File: config.mk
export PLATFORM = sky130hd
export DESIGN_NAME = ocu_device_flat
export DESIGN_NICKNAME = d
export VERILOG_FILES = /design/src/hw/ocu_pkg.sv /design/src/hw/ocu_if.sv /design/src/hw/ocu_device.sv /design/src/flat_wrapper.sv
export SDC_FILE = /design/constraint.sdc
export NUM_CORES = 1
export LEC_CHECK = 0
export BUFFER_PORTS_ARGS = -buffer_cell sky130_fd_sc_hd__buf_2
export CAP_MARGIN = 40
export CORE_MARGIN = 3
export CORE_UTILIZATION = 28
export CTS_BUF_LIST = sky130_fd_sc_hd__clkbuf_16
export CTS_CLUSTER_SIZE = 12
export DETAILED_ROUTE_END_ITERATION = 8
export SLEW_MARGIN = 30
export SYNTH_ARGS = -nofsm -noshare
export SYNTH_HDL_FRONTEND = slang
export SYNTH_SLANG_ARGS = --single-unit
export TNS_END_PERCENT = 1
File: constraint.sdc
create_clock -name CLK -period 3.8 [get_ports CLK]
set_input_delay 0 -clock CLK [delete_from_list [all_inputs] [get_ports CLK]]
set_output_delay 0 -clock CLK [all_outputs]
set_load 0.1 [all_outputs]
File: src/hw/ocu_pkg.sv
// shared constants for the output compare unit and its host
package ocu_pkg;
  localparam int CNT_W = 16;
  localparam int BYTE_W = 8;
  localparam int MODE_W = 4;
  localparam int ACT_W = 2;
  localparam int NCH = 2;
  // waveform modes
  localparam logic [3:0] MODE_NORMAL = 4'h0;
  localparam logic [3:0] MODE_CTC_A = 4'h4;
  localparam logic [3:0] MODE_FAST8 = 4'h5;
  localparam logic [3:0] MODE_FAST9 = 4'h6;
  localparam logic [3:0] MODE_FAST10 = 4'h7;
  localparam logic [3:0] MODE_CTC_CAP = 4'hC;
  localparam logic [3:0] MODE_FAST_CAP = 4'hE;
  localparam logic [3:0] MODE_FAST_A = 4'hF;
  // output action encodings
  localparam logic [1:0] ACT_NONE = 2'h0;
  localparam logic [1:0] ACT_TOGGLE = 2'h1;
  localparam logic [1:0] ACT_CLEAR = 2'h2;
  localparam logic [1:0] ACT_SET = 2'h3;
  // byte addresses on the host bus
  localparam logic [2:0] ADDR_CMP_A_LO = 3'h0;
  localparam logic [2:0] ADDR_CMP_A_HI = 3'h1;
  localparam logic [2:0] ADDR_CMP_B_LO = 3'h2;
  localparam logic [2:0] ADDR_CMP_B_HI = 3'h3;
  localparam logic [2:0] ADDR_CTRL = 3'h4;
  localparam logic [2:0] ADDR_FLAGS = 3'h5;
  localparam logic [2:0] ADDR_FORCE = 3'h6;
  localparam logic [2:0] ADDR_CNT_WR = 3'h7;
  localparam logic [15:0] CNT_BOTTOM = 16'h0000;
  localparam logic [15:0] CNT_MAX = 16'hFFFF;
  localparam logic [15:0] TOP_8 = 16'h00FF;
  localparam logic [15:0] TOP_9 = 16'h01FF;
  localparam logic [15:0] TOP_10 = 16'h03FF;
  // apb register offsets of the host controller
  localparam logic [7:0] APB_CMD = 8'h00;
  localparam logic [7:0] APB_STATUS = 8'h04;
  localparam logic [7:0] APB_RDATA = 8'h08;
  localparam int CMD_ADDR_LSB = 8;
  localparam int CMD_WR_BIT = 16;
endpackage : ocu_pkg

File: src/hw/ocu_if.sv
// link between the host cpu byte bus and the output compare unit
`timescale 1ns/1ps
interface ocu_if;
  logic [2:0] io_addr;
  logic io_wr;
  logic io_rd;
  logic [7:0] io_wdata;
  logic [7:0] io_rdata;
  logic [1:0] irq;
  logic [1:0] irq_ack;
  modport dev (input io_addr, io_wr, io_rd, io_wdata, irq_ack, output io_rdata, irq);
  modport host (output io_addr, io_wr, io_rd, io_wdata, irq_ack, input io_rdata, irq);
endinterface : ocu_if

File: src/hw/ocu_device.sv
// two channel output compare unit of a 16-bit timer
`timescale 1ns/1ps
module ocu_device (
  // clock and reset
  input wire logic CLK,
  input wire logic RST,
  // host bus
  ocu_if.dev BUS,
  // counter side
  input wire logic TICK,
  input wire logic [15:0] COUNTER_VALUE,
  input wire logic [15:0] CAPTURE_VALUE_REG,
  output logic CNT_WRITE,
  output logic [15:0] CNT_WDATA,
  // port pins
  input wire logic [1:0] PORT_OUT,
  input wire logic [1:0] WAVE_PIN_DIRECTION,
  output logic [1:0] PIN_OUT,
  output logic [1:0] PIN_OE,
  output logic [1:0] WAVE_OUTPUT_STATE,
  output logic [1:0] MATCH,
  output logic [3:0] WAVEFORM_MODE_SEL
);
  typedef struct packed {
    logic [1:0][15:0] cmp;
    logic [1:0][15:0] buf_val;
    logic [7:0] temp;
    logic [1:0] flag;
    logic [1:0] irq_en;
    logic [1:0][1:0] act;
    logic [3:0] mode;
    logic [1:0] ocs;
    logic [1:0] pend;
    logic block;
    logic cnt_wr;
    logic [15:0] cnt_wdata;
    logic [7:0] rdata;
    logic [1:0] irq;
    logic [1:0] match;
    logic [1:0] pin;
    logic [1:0] oe;
  } state_t;

  state_t r;
  state_t next_r;

  function automatic logic is_pwm(input logic [3:0] m);
    return !(m == ocu_pkg::MODE_NORMAL || m == ocu_pkg::MODE_CTC_A
      || m == ocu_pkg::MODE_CTC_CAP);
  endfunction : is_pwm

  function automatic logic [15:0] top_of(input logic [3:0] m, input logic [15:0] cmp_a,
      input logic [15:0] cap);
    unique case (m)
      ocu_pkg::MODE_FAST8: return ocu_pkg::TOP_8;
      ocu_pkg::MODE_FAST9: return ocu_pkg::TOP_9;
      ocu_pkg::MODE_FAST10: return ocu_pkg::TOP_10;
      ocu_pkg::MODE_CTC_A, ocu_pkg::MODE_FAST_A: return cmp_a;
      ocu_pkg::MODE_CTC_CAP, ocu_pkg::MODE_FAST_CAP: return cap;
      default: return ocu_pkg::CNT_MAX;
    endcase
  endfunction : top_of

  // non-PWM action on match or force
  function automatic logic act_np(input logic [1:0] a, input logic o);
    unique case (a)
      ocu_pkg::ACT_NONE: return o;
      ocu_pkg::ACT_TOGGLE: return !o;
      ocu_pkg::ACT_CLEAR: return 1'b0;
      ocu_pkg::ACT_SET: return 1'b1;
    endcase
  endfunction : act_np

  logic [15:0] top;
  logic pwm;

  always_comb begin
    next_r = r;
    pwm = is_pwm(r.mode);
    top = top_of(r.mode, r.cmp[0], CAPTURE_VALUE_REG);
    next_r.cnt_wr = 1'b0;
    next_r.rdata = r.rdata;
    for (int c = 0; c < ocu_pkg::NCH; c++) begin
      next_r.match[c] = (COUNTER_VALUE == r.cmp[c]);
      if (TICK) begin
        // flag rises on the tick after equality was seen
        if (r.pend[c]) begin
          next_r.flag[c] = 1'b1;
          if (pwm) begin
            next_r.ocs[c] = r.act[c] == ocu_pkg::ACT_CLEAR ? 1'b0
              : r.act[c] == ocu_pkg::ACT_SET ? 1'b1 : r.ocs[c];
          end else begin
            next_r.ocs[c] = act_np(r.act[c], r.ocs[c]);
          end
        end
        // a match seen at this tick only takes effect at the next one
        next_r.pend[c] = r.match[c] && !r.block;
        if (pwm && COUNTER_VALUE == ocu_pkg::CNT_BOTTOM) begin
          if (r.act[c] == ocu_pkg::ACT_CLEAR) next_r.ocs[c] = 1'b1;
          if (r.act[c] == ocu_pkg::ACT_SET) next_r.ocs[c] = 1'b0;
        end
        // reloading only at the ends keeps every pwm period whole
        if (pwm && (COUNTER_VALUE == top || COUNTER_VALUE == ocu_pkg::CNT_BOTTOM)) begin
          next_r.cmp[c] = r.buf_val[c];
        end
      end
    end
    // block lasts until the next tick, so a stopped timer keeps it armed
    if (TICK) next_r.block = 1'b0;
    // interrupt service clears the flag
    for (int c = 0; c < ocu_pkg::NCH; c++) begin
      if (BUS.irq_ack[c] && !(TICK && r.pend[c])) next_r.flag[c] = 1'b0;
    end
    if (BUS.io_wr) begin
      unique case (BUS.io_addr)
        ocu_pkg::ADDR_CMP_A_HI, ocu_pkg::ADDR_CMP_B_HI: next_r.temp = BUS.io_wdata;
        ocu_pkg::ADDR_CMP_A_LO, ocu_pkg::ADDR_CMP_B_LO: begin
          if (pwm) next_r.buf_val[BUS.io_addr[1]] = {r.temp, BUS.io_wdata};
          else next_r.cmp[BUS.io_addr[1]] = {r.temp, BUS.io_wdata};
        end
        ocu_pkg::ADDR_CTRL: begin
          // mode change leaves ocs alone
          next_r.mode = BUS.io_wdata[3:0];
          next_r.act[0] = BUS.io_wdata[5:4];
          next_r.act[1] = BUS.io_wdata[7:6];
        end
        ocu_pkg::ADDR_FLAGS: begin
          for (int c = 0; c < ocu_pkg::NCH; c++) begin
            // a set arriving this tick wins over the clear
            if (BUS.io_wdata[c] && !(TICK && r.pend[c])) next_r.flag[c] = 1'b0;
          end
          next_r.irq_en = BUS.io_wdata[5:4];
        end
        ocu_pkg::ADDR_FORCE: begin
          for (int c = 0; c < ocu_pkg::NCH; c++) begin
            if (BUS.io_wdata[c] && !pwm) next_r.ocs[c] = act_np(r.act[c], r.ocs[c]);
          end
        end
        ocu_pkg::ADDR_CNT_WR: begin
          // low byte write with temp as high byte, like the compare path
          next_r.cnt_wr = 1'b1;
          next_r.cnt_wdata = {r.temp, BUS.io_wdata};
          next_r.block = 1'b1;
          next_r.pend = '0;
        end
      endcase
    end
    if (BUS.io_rd) begin
      unique case (BUS.io_addr)
        ocu_pkg::ADDR_CMP_A_LO, ocu_pkg::ADDR_CMP_B_LO:
          next_r.rdata = pwm ? r.buf_val[BUS.io_addr[1]][7:0] : r.cmp[BUS.io_addr[1]][7:0];
        ocu_pkg::ADDR_CMP_A_HI, ocu_pkg::ADDR_CMP_B_HI:
          next_r.rdata = pwm ? r.buf_val[BUS.io_addr[1]][15:8] : r.cmp[BUS.io_addr[1]][15:8];
        ocu_pkg::ADDR_CTRL: next_r.rdata = {r.act[1], r.act[0], r.mode};
        ocu_pkg::ADDR_FLAGS: next_r.rdata = {2'b00, r.irq_en, 2'b00, r.flag};
        ocu_pkg::ADDR_FORCE: next_r.rdata = {6'b00_0000, r.ocs};
        ocu_pkg::ADDR_CNT_WR: next_r.rdata = COUNTER_VALUE[7:0];
      endcase
    end
    // request follows this cycle's flag, so an ack drops it at once
    next_r.irq = next_r.flag & next_r.irq_en;
    for (int c = 0; c < ocu_pkg::NCH; c++) begin
      next_r.pin[c] = (next_r.act[c] != ocu_pkg::ACT_NONE) ? next_r.ocs[c] : PORT_OUT[c];
    end
    // the override changes only the value; direction stays with the port
    next_r.oe = WAVE_PIN_DIRECTION;
  end

  always_ff @(posedge CLK) begin
    if (RST) r <= '0;
    else r <= next_r;
  end

  assign BUS.io_rdata = r.rdata;
  assign BUS.irq = r.irq;
  assign CNT_WRITE = r.cnt_wr;
  assign CNT_WDATA = r.cnt_wdata;
  assign PIN_OUT = r.pin;
  assign PIN_OE = r.oe;
  assign WAVE_OUTPUT_STATE = r.ocs;
  assign MATCH = r.match;
  assign WAVEFORM_MODE_SEL = r.mode;
endmodule : ocu_device

File: src/flat_wrapper.sv
// flat-port wrapper written by rule: the top's interface ports become plain ports
module ocu_device_flat 
  (CLK, RST, TICK, COUNTER_VALUE, CAPTURE_VALUE_REG, CNT_WRITE, CNT_WDATA, PORT_OUT, WAVE_PIN_DIRECTION, PIN_OUT, PIN_OE, WAVE_OUTPUT_STATE, MATCH, WAVEFORM_MODE_SEL, BUS_io_addr, BUS_io_wr, BUS_io_rd, BUS_io_wdata, BUS_irq_ack, BUS_io_rdata, BUS_irq);
  ocu_if BUS_i ();
  input wire logic CLK;
  input wire logic RST;
  input wire logic TICK;
  input wire logic [15:0] COUNTER_VALUE;
  input wire logic [15:0] CAPTURE_VALUE_REG;
  output logic CNT_WRITE;
  output logic [15:0] CNT_WDATA;
  input wire logic [1:0] PORT_OUT;
  input wire logic [1:0] WAVE_PIN_DIRECTION;
  output logic [1:0] PIN_OUT;
  output logic [1:0] PIN_OE;
  output logic [1:0] WAVE_OUTPUT_STATE;
  output logic [1:0] MATCH;
  output logic [3:0] WAVEFORM_MODE_SEL;
  input wire logic [$bits(BUS_i.io_addr)-1:0] BUS_io_addr;
  input wire logic [$bits(BUS_i.io_wr)-1:0] BUS_io_wr;
  input wire logic [$bits(BUS_i.io_rd)-1:0] BUS_io_rd;
  input wire logic [$bits(BUS_i.io_wdata)-1:0] BUS_io_wdata;
  input wire logic [$bits(BUS_i.irq_ack)-1:0] BUS_irq_ack;
  output wire logic [$bits(BUS_i.io_rdata)-1:0] BUS_io_rdata;
  output wire logic [$bits(BUS_i.irq)-1:0] BUS_irq;
  assign BUS_i.io_addr = BUS_io_addr;
  assign BUS_i.io_wr = BUS_io_wr;
  assign BUS_i.io_rd = BUS_io_rd;
  assign BUS_i.io_wdata = BUS_io_wdata;
  assign BUS_i.irq_ack = BUS_irq_ack;
  assign BUS_io_rdata = BUS_i.io_rdata;
  assign BUS_irq = BUS_i.irq;
  ocu_device u_core (.CLK(CLK), .RST(RST), .BUS(BUS_i), .TICK(TICK), .COUNTER_VALUE(COUNTER_VALUE), .CAPTURE_VALUE_REG(CAPTURE_VALUE_REG), .CNT_WRITE(CNT_WRITE), .CNT_WDATA(CNT_WDATA), .PORT_OUT(PORT_OUT), .WAVE_PIN_DIRECTION(WAVE_PIN_DIRECTION), .PIN_OUT(PIN_OUT), .PIN_OE(PIN_OE), .WAVE_OUTPUT_STATE(WAVE_OUTPUT_STATE), .MATCH(MATCH), .WAVEFORM_MODE_SEL(WAVEFORM_MODE_SEL));
endmodule
Yosys cells after proc, flatten, opt, wreduce, memory -nomap -nowiden
Index checks and enable logic that the tools add are counted.
{"block": "op_classes", "n_lt_le_gt_ge": 2, "n_eq_ne": 23, "mux": 58, "n_bitwise": 3, "reduce_logical": 38}
{"operator": "$mux 16", "count": 9}
{"operator": "$mux 106", "count": 1}
{"operator": "$pmux 16 s5", "count": 1}
{"operator": "$bwmux 32", "count": 2}
{"operator": "$mux 32", "count": 2}
{"operator": "$mux 64", "count": 1}
{"operator": "$eq 16x16->1", "count": 3}
{"operator": "$pmux 8 s6", "count": 1}
{"operator": "$mux 8", "count": 4}
{"operator": "$mux 1", "count": 31}
{"operator": "$mux 20", "count": 1}
{"operator": "$demux 16 s1", "count": 1}
{"operator": "$eq 4x3->1 const B", "count": 4}
{"operator": "$logic_not 16->1", "count": 1}
{"operator": "$logic_and 1x1->1", "count": 13}
{"operator": "$eq 3x3->1 const B", "count": 4}
{"operator": "$eq 4x4->1 const B", "count": 3}
{"operator": "$reduce_or 2->1", "count": 5}
{"operator": "$eq 2x2->1 const B", "count": 4}
{"operator": "$pmux 1 s4", "count": 2}
{"operator": "$eq 3x2->1 const B", "count": 2}
{"operator": "$logic_not 1->1", "count": 6}
{"operator": "$reduce_and 2->1", "count": 3}
{"operator": "$eq 2x1->1 const B", "count": 2}
{"operator": "other kinds (13)", "count": 18}
{"block": "totals", "regBits": 122, "input_bits": 54, "output_inout_bits": 39, "word_cells": 144}

Longest topological paths before layout
Gate-level depths: netlist (run 1).
{"block": "depth", "word_depth": 14, "ltp_mapped": 14}

Least setup slack after synthesis (run 1)
OpenSTA, ideal clock, no wires.
{"block": "synth_path", "path_kind": "reg-to-reg", "startpoint": "register u_core.r, in the netlist u_core.WAVEFORM_MODE_SEL[0]", "endpoint": "register u_core.r[100] in the netlist's numbering", "setup_ns": 0.122, "arrival_time_ns": 2.804, "required_ns": 3.678, "setup_slack_ns": 0.875, "path_stages_with_launch": 13, "n_path_buf": 4, "synth_period_minus_slack_ns": 2.925, "cell_sequence": "dfxtp_1 > buf_6 > or4_1 > o211ai_2 > xor2_1 > nand4b_1 > a32o_1 > or3_1 > buf_6 > and3b_1 > buf_6 > buf_6 > a221o_1"}
{"block": "synth_between", "elab_chain_cells": 12, "elab_cells_between_ends": 23}
{"element": "start, declared", "line_no": "ocu_device.sv:44", "source": "state_t r;"}
{"element": "start signal, assigned", "line_no": "ocu_device.sv:171", "source": "else r <= next_r;"}
{"element": "$eq 4x4->1, or another cell as far along", "line_no": "ocu_device.sv:54", "source": "unique case (m)"}
{"element": "$reduce_or 2->1", "line_no": "ocu_device.sv:54"}
{"element": "$pmux 16 s5", "line_no": "ocu_device.sv:54"}
{"element": "$eq 16x16->1", "line_no": "ocu_device.sv:103", "source": "if (pwm && (COUNTER_VALUE == top || COUNTER_VALUE == ocu_pkg::CNT_BOTTOM)) begin"}
{"element": "$logic_or 1x1->1", "line_no": "ocu_device.sv:103"}
{"element": "$logic_and 1x1->1", "line_no": "ocu_device.sv:103"}
{"element": "$mux 16", "line_no": "ocu_device.sv:103"}
{"element": "$mux 16", "line_no": "ocu_device.sv:85", "source": "if (TICK) begin"}
{"element": "$bwmux 32", "line_no": "ocu_device.sv:119", "source": "else next_r.cmp[BUS.io_addr[1]] = {r.temp, BUS.io_wdata};"}
{"element": "$mux 32", "line_no": "ocu_device.sv:118", "source": "if (pwm) next_r.buf_val[BUS.io_addr[1]] = {r.temp, BUS.io_wdata};"}
{"element": "$mux 64", "line_no": "ocu_device.sv:115", "source": "unique case (BUS.io_addr)"}
{"element": "$mux 106 *", "line_no": "ocu_device.sv:114", "source": "if (BUS.io_wr) begin"}
Mark *: on every way between the ends. The rest lies on a longest branch, timed or not.
A chain may end at the register's enable or synchronous reset.

Final worst setup path (run 1)
{"block": "layout_path", "startpoint": "register u_core.r, in the netlist u_core.WAVEFORM_MODE_SEL[1]", "endpoint": "register u_core.r[111] in the netlist's numbering"}
The elaborated chain is that of the path after synthesis.

==> flow_metrics.py, run 1 <==
metrics = {
    "worst_setup_path": {
        "crit_path_cell_trace": "buf_4 > or3_1 > o221ai_1 > and3_1 > o21ai_0 > a32o_1 > or3_1 > buf_4 > nand3_1 > o221ai_1",
        "criticalPathCategory": "flop to flop",
        "cpLargestDelayFamily": "simple AND/OR/NAND/NOR gates",
        "critPathMaxStageDelay_ns": 0.48,
        "startpoint_type": "flop",
        "critical_path.n_buffers_inverters": 2,
        "cp.required_ns": 4.06,
        "cpMaxStageDelayCell": "nand3_1",
        "critPathMaxFanout": 24,
        "setup.worst_path.end_class": "flop",
        "worst_ep_arrival_time_ns": 3.59,
    },
    "synthesis": {
        "syn_area_mm2": 0.00702,
        "synth_top_flop_cell": "dfxtp_1",
        "postSynthAreaPerCell_um2": 8.17,
        "yosysWarnings": 0,
        "yosys_register_bits": 122,
        "synth.distinct_cells": 50,
        "yosysSeqAreaShare_pct": 34.8,
        "synth_edf_count": 0,
        "synthArstFlopShare_pct": 0,
        "netlist_instances": 859,
        "syn_nets": 913,
    },
    "floorplan": {
        "die_area_mm2": 0.0270,
        "io_pins": 93,
        "core_mm2": 0.0245,
        "start_util_pct": 28.7,
        "dieWidth_um": 164,
        "die_h_um": 164,
        "rows": 57,
    },
    "sta": {
        "fin_crit_sh_pct": 87.8,
        "fin_crit_ns": 3.33,
        "fin_skew_ns": 0.00731,
        "drv_slew": 0,
        "setup_viol_count_final": 0,
        "hold_ws_ns": 0.0333,
        "timing.fmax_mhz": 300,
        "hold_viol": 0,
        "rsz0062_at_grt": "no",
        "max_slew.worst_pin.slew_ns": 0.781,
        "fin_setup_tns_ns": 0,
        "max-slew-margin-rel_pct": 47.4,
    },
    "routing": {
        "postRouteAntennaNets": 0,
        "wire_per_inst_um": 19.2,
        "drc": 0,
        "via_count": 6596,
        "avgViaCountPerCell": 5.39,
        "drtIter0Drc": 731,
        "detailedRoute.firstPassIterationCount": 5,
        "wl_mm": 23.5,
    },
    "cts": {
        "cts_max_level": 4,
        "post_cts_buffers": 0,
        "cts_tree": "built",
        "clkTransAtPathRegs_ns": 0.05,
        "holdBufCountCts": 14,
        "clockBufferDepth": 2,
        "insertion_delay_ns": 0.41,
        "postCtsResizedCells": 0,
        "cts_sinks": 122,
        "ctsRootBufferMaster": "clkbuf_16",
        "cts_buffers": 17,
    },
    "cells_and_area": {
        "final_layout_size_suffix_gt1_share_pct": 17.1,
        "post-route-util_pct": 33.2,
        "fillCellCount": 2592,
        "area_growth_pct": 15.7,
        "diodes": 0,
        "final_cells": 1224,
        "nets": 946,
    },
    "placed_design": {
        "dpl.hpwl_mm": 16.8,
        "port_buffers": 92,
        "dpl.cell_count": 1181,
        "gp_congestion": 0.885,
    },
    "global_route": {
        "grt_overflow": 0,
        "grt_util_all_layers_pct": 17.4,
        "grt_max_degree": 60,
        "antenna_found_initial": 0,
        "grt_pass1_wl_mm": 36.2,
        "grt_pass1_vias": 6209,
    },
    "power": {
        "max-vdd-ir-drop_mv": 0.308,
        "p_leak_nw": 3.03,
        "power_density_mw_per_mm2": 387,
    },
    "outcome": {
        "status": "finished, final reports clean",
    },
    "min_path": {
        "hp-class": "input pin to flop",
    },
    "job": {
        "drv_cap": 0,
    },
}
## synthesized netlist by cell type (6+ instances only)
cell,instances,area [um2]
a22oi_1,17,128
mux2i_1,17,170
nor3b_1,11,82.6
a21oi_1,87,435
nand3_1,9,45.0
dfxtp_1,122,2440
a22o_1,16,140
xor2_1,42,368
and3b_1,7,61.3
inv_1,35,131
nand2b_1,18,113
buf_1,9,33.8
nor4_1,14,87.6
nor3_1,17,85.1
a221o_1,16,160
o21ai_0,28,140
buf_2,9,45.0
o221ai_1,24,210
buf_4,38,285
clkbuf_1,50,188
nand4_1,6,37.5
nand2_1,145,544
mux4_2,18,405
or4_1,6,45.0
nand4b_1,6,52.6
nor2_1,36,135
## cell usage in the layout (no fill, tap or decap), types with 18 or more instances in the layout
cell / netlist / layout
a21oi_1: 87 / 87
inv_1: 35 / 38
nor2_1: 36 / 35
xor2_1: 42 / 42
mux4_2: 18 / 18
o21ai_0: 28 / 28
dfxtp_1: 122 / 122
nand2b_1: 18 / 18
nand2_1: 145 / 145
buf_2: 9 / 92
o221ai_1: 24 / 24
## metrics by stage
stage	total power, mW	setup slack [ns]	cell area [um2]
floorplan	1.60	0.875	7020
global placement	1.70	0.370	7410
detailed placement	1.70	0.308	7440
CTS	3.17	0.284	8100
global route	3.26	0.228	8120
finish	3.15	0.465	8120
## report_power, final
part	switching, mW	total (mW)	internal [mW]
logic	0.253	0.365	0.112
registers	0.0240	1.32	1.30
clock network	0.532	1.46	0.926
total	0.809	3.15	2.34
## layer usage
metal | wire, um | share of wire (%) | GRT usage (%)
met5 | 0 | 0 | 0
met4 | 427 | 1.8 | 4.61
met3 | 1980 | 8.4 | 3.83
met2 | 10300 | 44 | 25.8
met1 | 10800 | 46 | 25.2
## tightest hold or removal path: stages
cell and delay [ns]:
buf_2 0.19, o311ai_0 0.13, a21oi_1 0.07
## area by class of cell
cell class / count / area (um2) / share of cell area, %
sequential: 122 / 2440 / 30.1
inverter: 35 / 131 / 1.62
clock inverter: 10 / 91.3 / 1.12
tap: 324 / 405 / 4.99
clock buffer: 17 / 425 / 5.24
timing repair buffer: 126 / 778 / 9.58
multi-input combinational: 590 / 3850 / 47.4
## logic make-up after synthesis
group | share of synthesized area [%]
and+or+nand+nor | 20.4
AOI/OAI and AO/OA | 20.7
buffers and inverters | 10.5
DFF | 34.8
xor gates and xnor gates | 5.49
muxes | 8.20
## path summary, 6_finish.rpt
kind | startpoint | end | slack [ns] | cells past startpoint
worst min-delay path | BUS_io_rd | u_core.BUS.io_rdata[2]$_SDFFE_PP0P_ | 0.03 | 3
worst max register to register | u_core.WAVEFORM_MODE_SEL[1]$_SDFFE_PP0P_ | u_core.r[111]$_SDFF_PP0_ | 0.47 | 10
worst max-delay path | u_core.WAVEFORM_MODE_SEL[1]$_SDFFE_PP0P_ | u_core.r[111]$_SDFF_PP0_ | 0.47 | 10
worst min register to register | u_core.CNT_WDATA[15]$_SDFFE_PP0P_ | u_core.CNT_WDATA[15]$_SDFFE_PP0P_ | 0.45 | 2
No activity file was read; power rests on OpenSTA's default activity.
==> inputs of run 2 (changes only) <==
- CAP_MARGIN: 40 -> unset
- RECOVER_POWER: unset -> 100
==> flow_metrics.py, run 2 (same netlist as run 1, synthesis figures left out) <==
metrics = {
    "floorplan": {
        "io_pins": 93,
        "dieWidth_um": 164,
        "rows": 57,
        "die_area_mm2": 0.0270,
        "die_h_um": 164,
        "start_util_pct": 28.7,
        "core_mm2": 0.0245,
    },
    "cells_and_area": {
        "seqCellArea_mm2": 0.00244,
        "multi_input_area_mm2": 0.00385,
        "area_growth_pct": 14.3,
        "nets": 943,
        "fillCellCount": 2605,
        "final_layout_size_suffix_gt1_share_pct": 13.0,
        "diodes": 0,
        "layout_common_cells": "145 x nand2_1, 120 x dfxtp_1, 87 x a21oi_1",
        "mostFrequentLayoutCell": "nand2_1",
    },
    "routing": {
        "avgViaCountPerCell": 5.40,
        "drtIter0Drc": 728,
        "postRouteAntennaNets": 0,
        "drc": 0,
        "via_count": 6625,
        "wire_per_inst_um": 19.2,
        "detailedRoute.firstPassIterationCount": 5,
        "wl_mm": 23.6,
    },
    "outcome": {
        "status": "complete, but fails checks",
        "failed_checks": "capacitance limit, slew limit",
    },
    "sta": {
        "max-slew-margin-rel_pct": -19.3,
        "timing.fmax_mhz": 298,
        "rsz0062_at_grt": "no",
        "fin_setup_tns_ns": 0,
        "max_slew.worst_pin.slew_ns": 1.79,
        "fin_crit_sh_pct": 88.3,
        "drv_slew": 88,
        "setup_viol_count_final": 0,
        "fin_crit_ns": 3.35,
        "layout_setup_ws_ns": 0.446,
        "hold_viol": 0,
        "fin_skew_ns": 0.00761,
    },
    "cts": {
        "clockBufferDepth": 2,
        "cts_tree": "built",
        "cts_sinks": 122,
        "post_cts_buffers": 0,
        "insertion_delay_ns": 0.42,
        "ctsRootBufferMaster": "clkbuf_16",
        "cts_max_level": 4,
        "clkTransAtPathRegs_ns": 0.05,
        "cts_buffers": 17,
    },
    "worst_setup_path": {
        "critPathMaxFanout": 24,
        "r2r_cells": 10,
        "criticalPathCategory": "flop to flop",
        "crit_start": "u_core.WAVEFORM_MODE_SEL[1]$_SDFFE_PP0P_",
        "timing.rr.end": "u_core.r[111]$_SDFF_PP0_",
        "r2r_slack_ns": 0.45,
        "r2r_start": "u_core.WAVEFORM_MODE_SEL[1]$_SDFFE_PP0P_",
        "setup.worst_path.end_class": "flop",
        "startpoint_type": "flop",
        "cp.required_ns": 4.07,
        "worst_ep_arrival_time_ns": 3.62,
    },
    "global_route": {
        "use_met2_pct": 25.4,
        "met3_usage_pct": 4.09,
        "grt_pass1_vias": 6195,
        "grt_overflow": 0,
        "grt_pass1_wl_mm": 36.2,
        "antenna_found_initial": 0,
        "top_usage_layer": "met2",
        "grt_util_all_layers_pct": 17.5,
        "grt_util_met1_pct": 24.9,
        "grt_max_degree": 88,
    },
    "placed_design": {
        "port_buffers": 92,
        "dpl.hpwl_mm": 16.7,
        "gp_congestion": 0.885,
        "dp_slack_ns": 0.280,
    },
    "min_path": {
        "holdPathStages": 3,
        "hold_end": "u_core.BUS.io_rdata[5]$_SDFFE_PP0P_",
        "hp-class": "input pin to flop",
        "worstHoldStart": "BUS_io_rd",
    },
    "job": {
        "drv_cap": 1,
    },
    "power": {
        "power_density_mw_per_mm2": 389,
        "p_leak_nw": 2.84,
        "max-vdd-ir-drop_mv": 0.353,
    },
}
==> run 2: cell types whose count changed in the layout (fill, tap and decap cells not counted), sizes merged <==
cell | before | now
buf | 112 | 67
bufinv | 2 | 1
clkbuf | 17 | 59
clkinv | 5 | 7
clkinvlp | 0 | 2
inv | 38 | 40
==> run 2: routing by layer <==
layer,vias to the layer above,wire length [um]
met5,-,0
met4,0,660
met3,47,2190
met2,328,10100
met1,3158,10600
li1,3092,-
==> run 2: metrics by stage <==
stage               hold WS [ns]  utilization, %  area, um2  total power [mW]  cells
floorplan                  0.128               -       7020              1.60    859
detailed placement         0.213            30.3       7420              1.70   1180
finish                    0.0201            32.8       8030              3.13   1226
global placement           0.207            30.3       7410              1.70   1180
global route              0.0188            32.8       8030              3.24   1226
CTS                      0.00376            33.0       8080              3.15   1226
==> run 2: cell type report <==
type	count	area share [%]
Multi-Input combinational cell	590	48.0
Sequential cell	122	30.5
Timing Repair Buffer	123	8.37
Clock buffer	17	5.30
Tap cell	324	5.05
Inverter	35	1.64
Clock inverter	15	1.20
==> run 2: worst max-delay path by stage <==
| stage | to | slack (ns) | cells past startpoint |
|---|---|---|---|
| 3_5_place_dp | u_core.r[121]$_SDFF_PP0_ | 0.28 | 10 |
| 4_1_cts | u_core.r[109]$_SDFF_PP0_ | 0.26 | 9 |
| 3_3_place_gp | u_core.r[114]$_SDFF_PP0_ | 0.37 | 9 |
| 6_report | u_core.r[111]$_SDFF_PP0_ | 0.45 | 10 |
| 5_1_grt | u_core.r[120]$_SDFF_PP0_ | 0.23 | 10 |
| 2_1_floorplan | u_core.r[100]$_SDFF_PP0_ | 0.87 | 12 |
==> run 2: where the power goes <==
group | switching [mW] | internal (mW) | total (mW)
registers | 0.0268 | 1.30 | 1.33
clock network | 0.571 | 0.872 | 1.44
logic | 0.250 | 0.105 | 0.355
total | 0.848 | 2.28 | 3.13
==> run 2: critical path, cell delays in order (launching register included) <==
cell and delay, ns:
dfxtp_1 0.37, buf_4 0.24, or4_1 0.50, o211ai_2 0.12, xor2_1 0.17, nand4b_1 0.13, a32o_1 0.32, or3_1 0.46
buf_4 0.24, nand3_1 0.48, o221ai_1 0.19
==> run 2: repair_timing <==
item                                    4_1_cts  5_1_grt
endpoints found under the setup margin        0       16
endpoints found under the hold margin        41        0
hold buffers                                 14        0
resized for setup                             0        2
==> inputs of run 3 (changes only) <==
- CELL_PAD_IN_SITES_DETAIL_PLACEMENT: unset -> 0
- CELL_PAD_IN_SITES_GLOBAL_PLACEMENT: unset -> 1
- PLACE_DENSITY_LB_ADDON: unset -> 0.1
==> flow_metrics.py, run 3 (same netlist as run 1, synthesis figures left out) <==
metrics = {
    "worst_setup_path": {
        "r2r_slack_ns": 0.30,
        "cp.required_ns": 4.09,
        "startpoint_type": "flop",
        "r2r_cells": 9,
        "setup.worst_path.end_class": "flop",
        "r2r_start": "u_core.WAVEFORM_MODE_SEL[0]$_SDFFE_PP0P_",
        "worst_ep_arrival_time_ns": 3.79,
        "critPathMaxFanout": 29,
        "timing.rr.end": "u_core.r[90]$_SDFF_PP0_",
        "criticalPathCategory": "flop to flop",
    },
    "sta": {
        "layout_setup_ws_ns": 0.299,
        "hold_viol": 0,
        "max-slew-margin-rel_pct": -20.2,
        "fin_skew_ns": 0.0110,
        "max_slew.worst_pin.slew_ns": 1.80,
        "fin_crit_sh_pct": 92.1,
        "fin_setup_tns_ns": 0,
        "rsz0062_at_grt": "no",
        "timing.fmax_mhz": 286,
        "setup_viol_count_final": 0,
        "drv_slew": 86,
        "fin_crit_ns": 3.50,
    },
    "global_route": {
        "grt_pass1_wl_mm": 39.2,
        "top_usage_layer": "met2",
        "grt_max_degree": 86,
        "grt_util_all_layers_pct": 19.5,
        "antenna_found_initial": 0,
        "grt_overflow": 0,
        "grt_pass1_vias": 6299,
        "met3_usage_pct": 3.10,
        "grt_util_met1_pct": 27.3,
        "use_met2_pct": 31.1,
    },
    "cts": {
        "post_cts_buffers": 0,
        "clockBufferDepth": 2,
        "cts_buffers": 17,
        "cts_max_level": 4,
        "postCtsResizedCells": 0,
        "ctsRootBufferMaster": "clkbuf_16",
        "insertion_delay_ns": 0.42,
        "clkTransAtPathRegs_ns": 0.06,
        "cts_sinks": 122,
        "cts_tree": "built",
    },
    "routing": {
        "via_count": 6571,
        "detailedRoute.firstPassIterationCount": 5,
        "wl_mm": 26.3,
        "wire_per_inst_um": 21.4,
        "drtIter0Drc": 514,
        "avgViaCountPerCell": 5.35,
        "postRouteAntennaNets": 0,
        "drc": 0,
    },
    "floorplan": {
        "die_area_mm2": 0.0270,
        "die_h_um": 164,
        "rows": 57,
        "start_util_pct": 28.7,
        "dieWidth_um": 164,
        "io_pins": 93,
        "core_mm2": 0.0245,
    },
    "placed_design": {
        "dpl.hpwl_mm": 19.1,
        "dpl_cell_area_mm2": 0.00744,
        "gp_congestion": 0.874,
        "dp_slack_ns": 0.337,
        "port_buffers": 92,
    },
    "min_path": {
        "worstHoldStart": "TICK",
        "hold_end": "u_core.r[48]$_SDFF_PP0_",
        "hp-class": "input pin to flop",
        "holdPathStages": 3,
    },
    "power": {
        "seqPwrFrac_pct": 42.0,
        "netSwitchingPower_uw": 923,
        "finalPower_mw": 3.16,
        "p_comb_share_pct": 11.4,
        "max-vdd-ir-drop_mv": 0.217,
        "power_density_mw_per_mm2": 393,
        "p_clk_share_pct": 46.5,
        "p_leak_nw": 2.84,
        "p_int_mw": 2.24,
        "power.share.switching_pct": 29.2,
    },
    "cells_and_area": {
        "final_area_mm2": 0.00804,
        "layout_common_cells": "145 x nand2_1, 122 x dfxtp_1, 87 x a21oi_1",
        "final_layout_size_suffix_gt1_share_pct": 13.1,
        "nets": 946,
        "seqCellArea_mm2": 0.00244,
        "mostFrequentLayoutCell": "nand2_1",
        "area_growth_pct": 14.5,
        "diodes": 0,
        "fillCellCount": 2619,
        "multi_input_area_mm2": 0.00385,
    },
    "job": {
        "drv_cap": 1,
    },
    "outcome": {
        "status": "complete, but fails checks",
        "failed_checks": "capacitance limit, slew limit",
    },
}
-- run 3: repair_timing --
| item | CTS | global route |
|---|---|---|
| hold buffers | 14 | 0 |
| endpoints found under the hold margin | 39 | 0 |
| endpoints found under the setup margin | 0 | 0 |
-- run 3: metal layers --
layer,share of wire [%],wire (um)
met5,0,0
met3,5.2,1370
met1,48,12600
met4,1.8,463
met2,45,11900
-- run 3: worst max-delay path, stage by stage, from the launching register on --
cell and delay [ns]:
dfxtp_1 0.93, buf_4 0.28, and3b_1 0.18, o221ai_1 0.14, xor2_1 0.20, nor3_1 0.31, nand3_1 0.11, or3_1 0.38
and3b_1 0.42, a221o_1 0.43
-- run 3: final cells by class --
cell class / count / share of cell area [%]
well taps: 324 / 5.04
clock inverters: 15 / 1.28
clock buffers: 17 / 5.29
repair buffers: 126 / 8.50
multi-input cells: 590 / 47.9
inverters: 35 / 1.63
flip-flops and latches: 122 / 30.4
-- run 3: worst max-delay path by stage --
stage | depth (start not counted) | endpoint | slack [ns] | startpoint
3_3_place_gp | 9 | u_core.r[100]$_SDFF_PP0_ | 0.43 | u_core.WAVEFORM_MODE_SEL[0]$_SDFFE_PP0P_
4_1_cts | 9 | u_core.r[90]$_SDFF_PP0_ | 0.30 | u_core.WAVEFORM_MODE_SEL[0]$_SDFFE_PP0P_
2_1_floorplan | 12 | u_core.r[100]$_SDFF_PP0_ | 0.87 | u_core.WAVEFORM_MODE_SEL[0]$_SDFFE_PP0P_
6_report | 9 | u_core.r[90]$_SDFF_PP0_ | 0.30 | u_core.WAVEFORM_MODE_SEL[0]$_SDFFE_PP0P_
5_1_grt | 9 | u_core.r[96]$_SDFF_PP0_ | 0.03 | u_core.WAVEFORM_MODE_SEL[0]$_SDFFE_PP0P_
3_5_place_dp | 9 | u_core.r[95]$_SDFF_PP0_ | 0.34 | u_core.WAVEFORM_MODE_SEL[0]$_SDFFE_PP0P_
-- run 3: power groups by stage --
stage               Sequential, mW  Combinational, mW  Clock (mW)
detailed placement            1.36              0.355           0
global placement              1.35              0.352           0
finish                        1.33              0.361        1.47
floorplan                     1.34              0.260           0
CTS                           1.33              0.366        1.50
global route                  1.33              0.387        1.57
-- run 3: through the flow --
| step | hold slack [ns] | std cells | util (%) |
|---|---|---|---|
| 3_5_place_dp | 0.226 | 1183 | 30.4 |
| 3_3_place_gp | 0.211 | 1183 | 30.4 |
| 5_1_grt | 0.0350 | 1229 | 32.9 |
| 2_1_floorplan | 0.128 | 859 | - |
| 4_1_cts | 0.00502 | 1229 | 33.1 |
| 6_report | 0.0207 | 1229 | 32.9 |
